==> config.mk <==
export PLATFORM = sky130hd
export DESIGN_NAME = lera_ramp_arith
export DESIGN_NICKNAME = d
export VERILOG_FILES = /design/src/lera_pkg.sv /design/src/lera_tick_if.sv /design/src/lera_ramp_arith.sv /design/src/lera_tick_gen.sv
export SDC_FILE = /design/constraint.sdc
export NUM_CORES = 1
export LEC_CHECK = 0
export ABC_AREA = 1
export BUFFER_PORTS_ARGS = -buffer_cell sky130_fd_sc_hd__buf_2
export CELL_PAD_IN_SITES_DETAIL_PLACEMENT = 0
export CELL_PAD_IN_SITES_GLOBAL_PLACEMENT = 1
export CORE_ASPECT_RATIO = 1.2
export CORE_MARGIN = 2
export CORE_UTILIZATION = 45
export DETAILED_ROUTE_END_ITERATION = 8
export PLACE_DENSITY = 0.88
export SLEW_MARGIN = 20
export SYNTH_ARGS = -nofsm -noshare
export SYNTH_HDL_FRONTEND = slang
export SYNTH_SLANG_ARGS = --single-unit
export TNS_END_PERCENT = 1
==> constraint.sdc <==
create_clock -name sys_clk -period 8.1 [get_ports sys_clk]
set_clock_uncertainty 0.2 [all_clocks]
set_input_delay 2.43 -clock sys_clk [delete_from_list [all_inputs] [get_ports sys_clk]]
set_output_delay 2.43 -clock sys_clk [all_outputs]
set_load 0.005 [all_outputs]
==> src/lera_pkg.sv <==
// shared constants and types of the ramp and arithmetic execution unit
// assumes a single 100 MHz clock and a one-cycle 32768 Hz master tick pulse
package lera_pkg;

  // ----------------------------------------------------------------------
  // register offsets and global variable reset value
  // ----------------------------------------------------------------------
  localparam logic [7:0] OFS_GLOBAL_VAR = 8'h3C;
  localparam logic [7:0] OFS_CONVERTER = 8'h42;
  localparam logic [7:0] OFS_LOCAL_A = 8'h3D;
  localparam logic [7:0] GLOBAL_VAR_RESET = 8'h00;

  // ----------------------------------------------------------------------
  // instruction encodings and field positions
  // ----------------------------------------------------------------------
  localparam logic [3:0] ARITH_PREFIX = 4'h9;
  localparam logic [1:0] ARITH_LOAD = 2'h0;
  localparam logic [1:0] ARITH_ADD_IMM = 2'h1;
  localparam logic [1:0] ARITH_SUB_IMM = 2'h2;
  localparam logic [1:0] ARITH_VAR = 2'h3;
  localparam logic [3:0] VAR_SUBOP_ADD = 4'h0;
  localparam logic [3:0] VAR_SUBOP_SUB = 4'h1;
  localparam logic [5:0] RAMP_VAR_PREFIX = 6'h21;
  localparam int RAMP_IMM_PRESCALE_BIT = 14;
  localparam int RAMP_IMM_DIR_BIT = 8;
  localparam int RAMP_VAR_PRESCALE_BIT = 7;
  localparam int RAMP_VAR_DIR_BIT = 6;

  // ----------------------------------------------------------------------
  // prescaler, level rails and states
  // ----------------------------------------------------------------------
  localparam int MASTER_CLOCK_HZ = 32768;
  localparam int FAST_DIVIDE = 16;
  localparam int SLOW_DIVIDE = 512;
  localparam logic [8:0] PRESCALE_RESET = 9'h000;
  localparam logic [7:0] PWM_MAX = 8'hFF;
  localparam logic [7:0] PWM_MIN = 8'h00;

  typedef enum logic [3:0] {
    ST_IDLE = 4'h1,
    ST_STEP = 4'h2,
    ST_FAST = 4'h4,
    ST_FINISH = 4'h8
  } lera_state_e;

endpackage

==> src/lera_tick_if.sv <==
// prescaler ticks passed from the tick generator to the execution unit
// assumes both ends run on the same sys_clk
`timescale 1ns/1ns
interface lera_tick_if;
  logic fastTick;
  logic slowTick;
  modport gen (output fastTick, output slowTick);
  modport user (input fastTick, input slowTick);
endinterface

==> src/lera_ramp_arith.sv <==
// ramp and arithmetic execution for one LED program engine
// assumes instructions arrive as a start pulse with the word, registers by plain port
//
// Overview of operation
// - prefix 1001 arithmetic; bits 9:8 load, add, subtract or variable form 0000/0001.
// - ramp starts from current effective level, moving one unit per step.
// - immediate ramp takes prescale from bit 14, step duration from bits 13:9.
// - prescale 0 divides master clock by 16, prescale 1 by 512.
// - each step lasts duration multiplier times the selected prescale tick.
// - zero duration runs the whole sequence inside a single prescale tick.
// - immediate ramp step count comes from bits 7:0, up to 255.
// - level saturates at 0 or 255, remaining steps still timed, never wraps.
// - zero step count leaves level unchanged, lasts as one step.
// - direction bit 0 steps upward, 1 steps downward.
// - variable ramp latches duration and count at start; later changes ignored.
// - variable selectors pick A, B, C or D; D from 0x3C or converter.
// - only five low bits of the variable form the step duration.
// - locals written by instructions only; D written by host at 0x3C.
// - only A readable among locals; D is read and write.
// - log enable bit selects logarithmic curve when 1, linear when 0.
`timescale 1ns/1ns
module lera_ramp_arith
  import lera_pkg::*;
(
  // clock and reset
  input wire logic sys_clk,
  input wire logic reset,
  // master timebase
  input wire logic masterTick,
  // instruction issue
  input wire logic [15:0] instr,
  input wire logic instrStart,
  input wire logic [7:0] effPwm,
  // engine control
  input wire logic logEnable,
  input wire logic dFromConverter,
  input wire logic [7:0] converterResult,
  // register port
  input wire logic [7:0] regAddr,
  input wire logic regWrite,
  input wire logic [7:0] regWrData,
  output logic [7:0] regRdData,
  // engine outputs
  output logic [7:0] pwmLevel,
  output logic [7:0] dutyOut,
  output logic busy,
  output logic done
);

  typedef struct packed {
    lera_state_e st;
    logic [7:0] varA;
    logic [7:0] varB;
    logic [7:0] varC;
    logic [7:0] varD;
    logic [7:0] pwm;
    logic [7:0] duty;
    logic [7:0] rdData;
    logic [7:0] stepsLeft;
    logic [4:0] stepDur;
    logic [4:0] tickCnt;
    logic dir;
    logic slow;
    logic waitOnly;
    logic busy;
    logic done;
  } lera_ctrl_s;

  lera_ctrl_s s_q, s_d;
  lera_tick_if tickBus ();

  lera_tick_gen u_tick (
    .sys_clk(sys_clk),
    .reset(reset),
    .masterTick(masterTick),
    .ticks(tickBus)
  );

  // ----------------------------------------------------------------------
  // helpers
  // ----------------------------------------------------------------------
  function automatic logic [7:0] pickVar(input logic [1:0] sel, input lera_ctrl_s s,
                                         input logic fromConv, input logic [7:0] conv);
    logic [7:0] v;
    v = s.varA;
    if (sel == 2'h1) begin
      v = s.varB;
    end else if (sel == 2'h2) begin
      v = s.varC;
    end else if (sel == 2'h3) begin
      v = fromConv ? conv : s.varD;
    end
    return v;
  endfunction

  // saturating single-unit step; a level at the rail it steps toward stays there
  function automatic logic [7:0] stepPwm(input logic [7:0] p, input logic down);
    logic [7:0] r;
    r = p;
    if (!down && p != PWM_MAX) begin
      r = p + 8'h01;
    end else if (down && p != PWM_MIN) begin
      r = p - 8'h01;
    end
    return r;
  endfunction

  // squared curve: monotonic, hits both rails, cheap in gates
  function automatic logic [7:0] logMap(input logic [7:0] p);
    logic [15:0] sq;
    sq = 16'(p) * 16'(p) + 16'(p);
    return sq[15:8];
  endfunction

  function automatic lera_ctrl_s writeLocal(input lera_ctrl_s s, input logic [1:0] dst,
                                            input logic [7:0] v);
    lera_ctrl_s r;
    r = s;
    if (dst == 2'h0) begin
      r.varA = v;
    end else if (dst == 2'h1) begin
      r.varB = v;
    end else if (dst == 2'h2) begin
      r.varC = v;
    end
    return r;
  endfunction

  logic tick;
  logic isArith;
  logic isRampImm;
  logic isRampVar;
  logic [7:0] op1;
  logic [7:0] op2;
  logic [7:0] startCount;
  logic [7:0] startDurVar;

  assign tick = s_q.slow ? tickBus.slowTick : tickBus.fastTick;
  assign isArith = (instr[15:12] == ARITH_PREFIX);
  assign isRampImm = !instr[15];
  assign isRampVar = (instr[15:10] == RAMP_VAR_PREFIX);
  assign op1 = pickVar(instr[3:2], s_q, dFromConverter, converterResult);
  assign op2 = pickVar(instr[1:0], s_q, dFromConverter, converterResult);
  assign startDurVar = op1;
  assign startCount = isRampVar ? op2 : instr[7:0];

  // ----------------------------------------------------------------------
  // next state
  // ----------------------------------------------------------------------
  always_comb begin
    s_d = s_q;
    s_d.done = 1'b0;
    case (s_q.st)
      ST_IDLE: begin
        if (instrStart && isArith) begin
          if (instr[9:8] == ARITH_LOAD) begin
            s_d = writeLocal(s_q, instr[11:10], instr[7:0]);
          end else if (instr[9:8] == ARITH_ADD_IMM) begin
            s_d = writeLocal(s_q, instr[11:10], pickVar(instr[11:10], s_q, 1'b0, 8'h00)
                             + instr[7:0]);
          end else if (instr[9:8] == ARITH_SUB_IMM) begin
            s_d = writeLocal(s_q, instr[11:10], pickVar(instr[11:10], s_q, 1'b0, 8'h00)
                             - instr[7:0]);
          end else if (instr[7:4] == VAR_SUBOP_ADD) begin
            s_d = writeLocal(s_q, instr[11:10], op1 + op2);
          end else if (instr[7:4] == VAR_SUBOP_SUB) begin
            s_d = writeLocal(s_q, instr[11:10], op1 - op2);
          end
          s_d.done = 1'b1;
        end else if (instrStart && (isRampImm || isRampVar)) begin
          s_d.pwm = effPwm;
          s_d.busy = 1'b1;
          s_d.tickCnt = 5'h00;
          // operands are captured here and never looked at again
          if (isRampVar) begin
            s_d.slow = instr[RAMP_VAR_PRESCALE_BIT];
            s_d.dir = instr[RAMP_VAR_DIR_BIT];
            s_d.stepDur = startDurVar[4:0];
          end else begin
            s_d.slow = instr[RAMP_IMM_PRESCALE_BIT];
            s_d.dir = instr[RAMP_IMM_DIR_BIT];
            s_d.stepDur = instr[13:9];
          end
          s_d.waitOnly = (startCount == 8'h00);
          s_d.stepsLeft = (startCount == 8'h00) ? 8'h01 : startCount;
          if (s_d.stepDur != 5'h00) begin
            s_d.st = ST_STEP;
          end else if (startCount == 8'h00) begin
            s_d.st = ST_FINISH;
          end else begin
            s_d.st = ST_FAST;
          end
        end
      end
      ST_STEP: begin
        if (tick) begin
          if (s_q.tickCnt == s_q.stepDur - 5'h01) begin
            s_d.tickCnt = 5'h00;
            if (!s_q.waitOnly) begin
              s_d.pwm = stepPwm(s_q.pwm, s_q.dir);
            end
            if (s_q.stepsLeft == 8'h01) begin
              s_d.st = ST_IDLE;
              s_d.busy = 1'b0;
              s_d.done = 1'b1;
            end else begin
              s_d.stepsLeft = s_q.stepsLeft - 8'h01;
            end
          end else begin
            s_d.tickCnt = s_q.tickCnt + 5'h01;
          end
        end
      end
      ST_FAST: begin
        // all steps go out at core rate, then the ramp waits out one tick
        s_d.pwm = stepPwm(s_q.pwm, s_q.dir);
        s_d.stepsLeft = s_q.stepsLeft - 8'h01;
        if (s_q.stepsLeft == 8'h01) begin
          s_d.st = ST_FINISH;
        end
      end
      ST_FINISH: begin
        if (tick) begin
          s_d.st = ST_IDLE;
          s_d.busy = 1'b0;
          s_d.done = 1'b1;
        end
      end
      default: begin
        s_d.st = ST_IDLE;
        s_d.busy = 1'b0;
      end
    endcase
    if (regWrite && regAddr == OFS_GLOBAL_VAR) begin
      s_d.varD = regWrData;
    end
    if (regAddr == OFS_GLOBAL_VAR) begin
      s_d.rdData = s_q.varD;
    end else if (regAddr == OFS_LOCAL_A) begin
      s_d.rdData = s_q.varA;
    end else if (regAddr == OFS_CONVERTER) begin
      s_d.rdData = converterResult;
    end else begin
      s_d.rdData = 8'h00;
    end
    s_d.duty = logEnable ? logMap(s_d.pwm) : s_d.pwm;
  end

  always_ff @(posedge sys_clk or posedge reset) begin
    if (reset) begin
      s_q <= '{st: ST_IDLE, varD: GLOBAL_VAR_RESET, default: '0};
    end else begin
      s_q <= s_d;
    end
  end

  assign regRdData = s_q.rdData;
  assign pwmLevel = s_q.pwm;
  assign dutyOut = s_q.duty;
  assign busy = s_q.busy;
  assign done = s_q.done;
endmodule

==> src/lera_tick_gen.sv <==
// divides the 32768 Hz master tick by 16 and by 512
// assumes masterTick is a one-cycle pulse synchronous to sys_clk
`timescale 1ns/1ns
module lera_tick_gen
  import lera_pkg::*;
(
  // clock and reset
  input wire logic sys_clk,
  input wire logic reset,
  // master timebase
  input wire logic masterTick,
  // ticks out
  lera_tick_if.gen ticks
);

  typedef struct packed {
    logic [8:0] div;
    logic fast;
    logic slow;
  } lera_tick_s;

  lera_tick_s tick_q, tick_d;

  // the slow tick lands on a fast tick so both timebases stay aligned
  always_comb begin
    tick_d = tick_q;
    tick_d.fast = 1'b0;
    tick_d.slow = 1'b0;
    if (masterTick) begin
      tick_d.div = tick_q.div + 9'h001;
      tick_d.fast = (tick_q.div[3:0] == 4'(FAST_DIVIDE - 1));
      tick_d.slow = (tick_q.div == 9'(SLOW_DIVIDE - 1));
    end
  end

  always_ff @(posedge sys_clk or posedge reset) begin
    if (reset) begin
      tick_q <= '{div: PRESCALE_RESET, fast: 1'b0, slow: 1'b0};
    end else begin
      tick_q <= tick_d;
    end
  end

  assign ticks.fastTick = tick_q.fast;
  assign ticks.slowTick = tick_q.slow;
endmodule

==> summary by stage <==
Synth
The area of the mapped netlist is 9183 µm². By area the synthesized netlist is led by sky130_fd_sc_hd__dfrtp_1, sky130_fd_sc_hd__nand2_1, sky130_fd_sc_hd__ha_1. Ranked by instance count, the synthesized netlist is headed by sky130_fd_sc_hd__nand2_1, sky130_fd_sc_hd__inv_1, sky130_fd_sc_hd__o21ai_0. For this run, asynchronously set or reset flops after synthesis account for 100.0%.

Sequential cells were found to cover 25.63% of the synthesized design area. Counting flops and latches in the post-synthesis netlist gives 94. Of the post-synthesis cell area, the dominant cell type holds 25.34%.

The cell count after synthesis came out at 1283. The Yosys step of the flow raised 0 warnings. The most common cell in the synthesized netlist is sky130_fd_sc_hd__nand2_1. The number of nets in the synthesized netlist is 1440. The count of unique library cells instantiated by Yosys is 59. The count of flip-flops with a built-in enable after synthesis is 0. Among all flip-flop cells after synthesis, the most frequent one is sky130_fd_sc_hd__dfrtp_1.

After synthesis, the mean cell area works out to 7.157 µm². The biggest area contributor in the post-synthesis netlist is sky130_fd_sc_hd__dfrtp_1.

Clock tree
Clock-pin slew was measured on the worst setup and hold paths at 0.07 ns. At the later pin of the worst-skew pair, clock insertion delay measures 0.36 ns. The CTS tree is built. The buffers inserted during post-CTS setup optimization is 0. The clock root buffer is sky130_fd_sc_hd__clkbuf_16. The sink count of the clock tree is 94. The number of gates resized after CTS was 0.

The clock tree synthesis step divided the H-tree into 3 levels. Hold repair after CTS inserted 0 buffers. The clock passes through at most 2 buffers. The total clock buffers created by CTS is 9.

Timing
The highest clock frequency the design can meet is 0.1326 GHz. The number of slew-limit violations in the final report is 0. The number of endpoints failing setup at the final stage is 0. The slew at the pin closest to its max-slew limit is 0.8814 ns. The count of endpoints failing hold in the final timing report is 0.

Adding up every negative setup slack in the final design gives 0 ns. Across all setup checks in the final design, the least slack found is 0.5607 ns. The clock period could shrink to 7.539 ns. The share of the clock period used by the worst path is 93.08%.

The worst pin sits at a relative slew slack of 40.62%. Setup repair after global routing left no endpoint under its margin.

Die
The floorplan step set the die height to 160.5 µm. The top-level port count is 81. The initial utilization of the core area, before any placement, comes to 45.66%. The die covers 21570 µm².

The cell row count is 57. After floorplanning, the core was sized to cover 20110 µm². The die extent in x is 134.4 µm.

Drt
The final wirelength is 25650 µm. For this block, the via count after detailed routing is 8655. The per-cell routed wire length is 15.86 µm. The number of DRC violations after detailed-routing iteration 0 is 520. The average vias per placed instance is 5.349. Once detail routing completed, the nets flagged for antenna violations numbered 0.

The pre-antenna-repair detailed-routing pass consisted of 5 iterations. The post-detailed-route DRC marker count is 0.

Worst hold path
The worst min-delay path startpoint is u_tick.tick_q[7]. Along the worst hold path, the cell count comes to 1. The type of the worst min-delay path is flip-flop to flip-flop. The destination of the worst hold path is u_tick.tick_q[7].

Critical path
The worst setup path is of the primary input to flip-flop kind. The highest-delay cell along the critical path is sky130_fd_sc_hd__fa_1. The buffers plus inverters on the worst setup path is 8. The largest single stage delay on the critical path is 0.55 ns. The most numerous cell on the critical path is sky130_fd_sc_hd__inv_1. The endpoint identified for the worst register-to-register timing path is dutyOut[7].

STA puts the critical path data arrival time at 7.60 ns. The top cell family by delay on the critical path is adder cells. The worst setup path is launched from a primary input. The data required time of the worst path is 8.16 ns. The worst register-to-register path has a depth of 23.

STA classifies the critical path endpoint as a flip-flop. For flop-to-flop paths, the worst setup slack is 1.75 ns. Of all nets on the critical path, the largest fanout is 7. The start of the worst register-to-register path is s_q[79].

Global route
The initial antenna violation count is 0. The number of global-route vias before repair is 8488. The largest net degree at the start of global routing is 75.

The global route total overflow is 0. The overall fraction of global-route tracks in use is 24.55%. The first global-routing pass estimated 42330 µm of wire.

Layout
The area growth from synthesis to layout is 9.865%. The number of diodes added for antenna fixing is 0. The fraction of final layout cells with drive strength greater than 1 is 13.82%.

Fill cells in the final layout number 2098. The count of nets after finishing is 1505.

Place
The congestion estimate from routability-driven global placement came to 0.9364. The detailed placer's ending HPWL is 20950 µm. The count of input and output buffers is 80.

The worst slack at placement is 0.2173 ns.

Run
The number of violations of the max-capacitance limit is 0.

Status
The run finished with clean final reports.
==> worst max-delay path by stage <==
stage,from,to,slack (ns),cells after the start
after floorplan,instr[14],dutyOut[6],0.66,29
after global placement,instr[10],dutyOut[7],0.33,29
after detailed placement,instr[10],dutyOut[7],0.22,31
after CTS,instr[10],dutyOut[7],0.59,31
after global routing,instr[14],dutyOut[7],0.12,32
final,instr[10],dutyOut[7],0.56,31
==> final cells by class <==
cell class              instances  area, µm²  share of cell area (%)
clock buffers                   9      225.2                   2.232
clock inverters                 7      68.82                  0.6821
inverters                     218      823.3                   8.161
multi-input cells             927       5731                   56.80
flip-flops and latches         94       2354                   23.33
well taps                     265      331.6                   3.287
repair buffers                 98      555.5                   5.507
==> cells in the final DEF (no fill, tap or decap), drive strengths merged, types with 14 or more instances in the layout <==
cell   count
nand3     59
fa        36
buf       98
o22ai     15
a21oi     47
xor2      14
dfrtp     93
o21ai    143
nand2    295
inv      219
nor3      20
ha        66
nor2     126
==> registers in the layout, indices dropped and copies added (netlist names) <==
| name | cells |
|---|---|
| regRdData | 8 |
| busy | 1 |
| u_tick.ticks.fastTick | 1 |
| dutyOut | 8 |
| pwmLevel | 8 |
| u_tick.tick_q | 9 |
| u_tick.ticks.slowTick | 1 |
| done | 1 |
| s_q | 57 |
==> kinds of logic after synthesis <==
logic type,share of synthesized area (%)
flip-flops,25.63
adder cells (fa/ha/maj),16.84
XOR/XNOR,2.098
buffers and inverters,11.96
AND/OR/NAND/NOR,25.40
multiplexers,0.9811
AO/OA/AOI/OAI,17.09
==> through the flow <==
step	hold slack, ns	utilization, %	cells	area (µm²)
4_1_cts	0.2771	50.02	1617	10060
5_1_grt	0.2972	50.16	1618	10090
3_3_place_gp	0.2604	48.56	1601	9767
2_1_floorplan	0.2451	-	1283	9183
6_report	0.2756	50.16	1618	10090
3_5_place_dp	0.2630	48.56	1601	9767
==> per-layer routing <==
layer,part of all wire [%],global-route usage [%]
met5,0,0
met4,4.2,10.57
met3,3.4,2.746
met2,52,44.71
met1,40,28.96
Power is left out: the tool's default activity adds up to more than one toggle a clock period on the data nets, which glitch-free logic cannot reach.
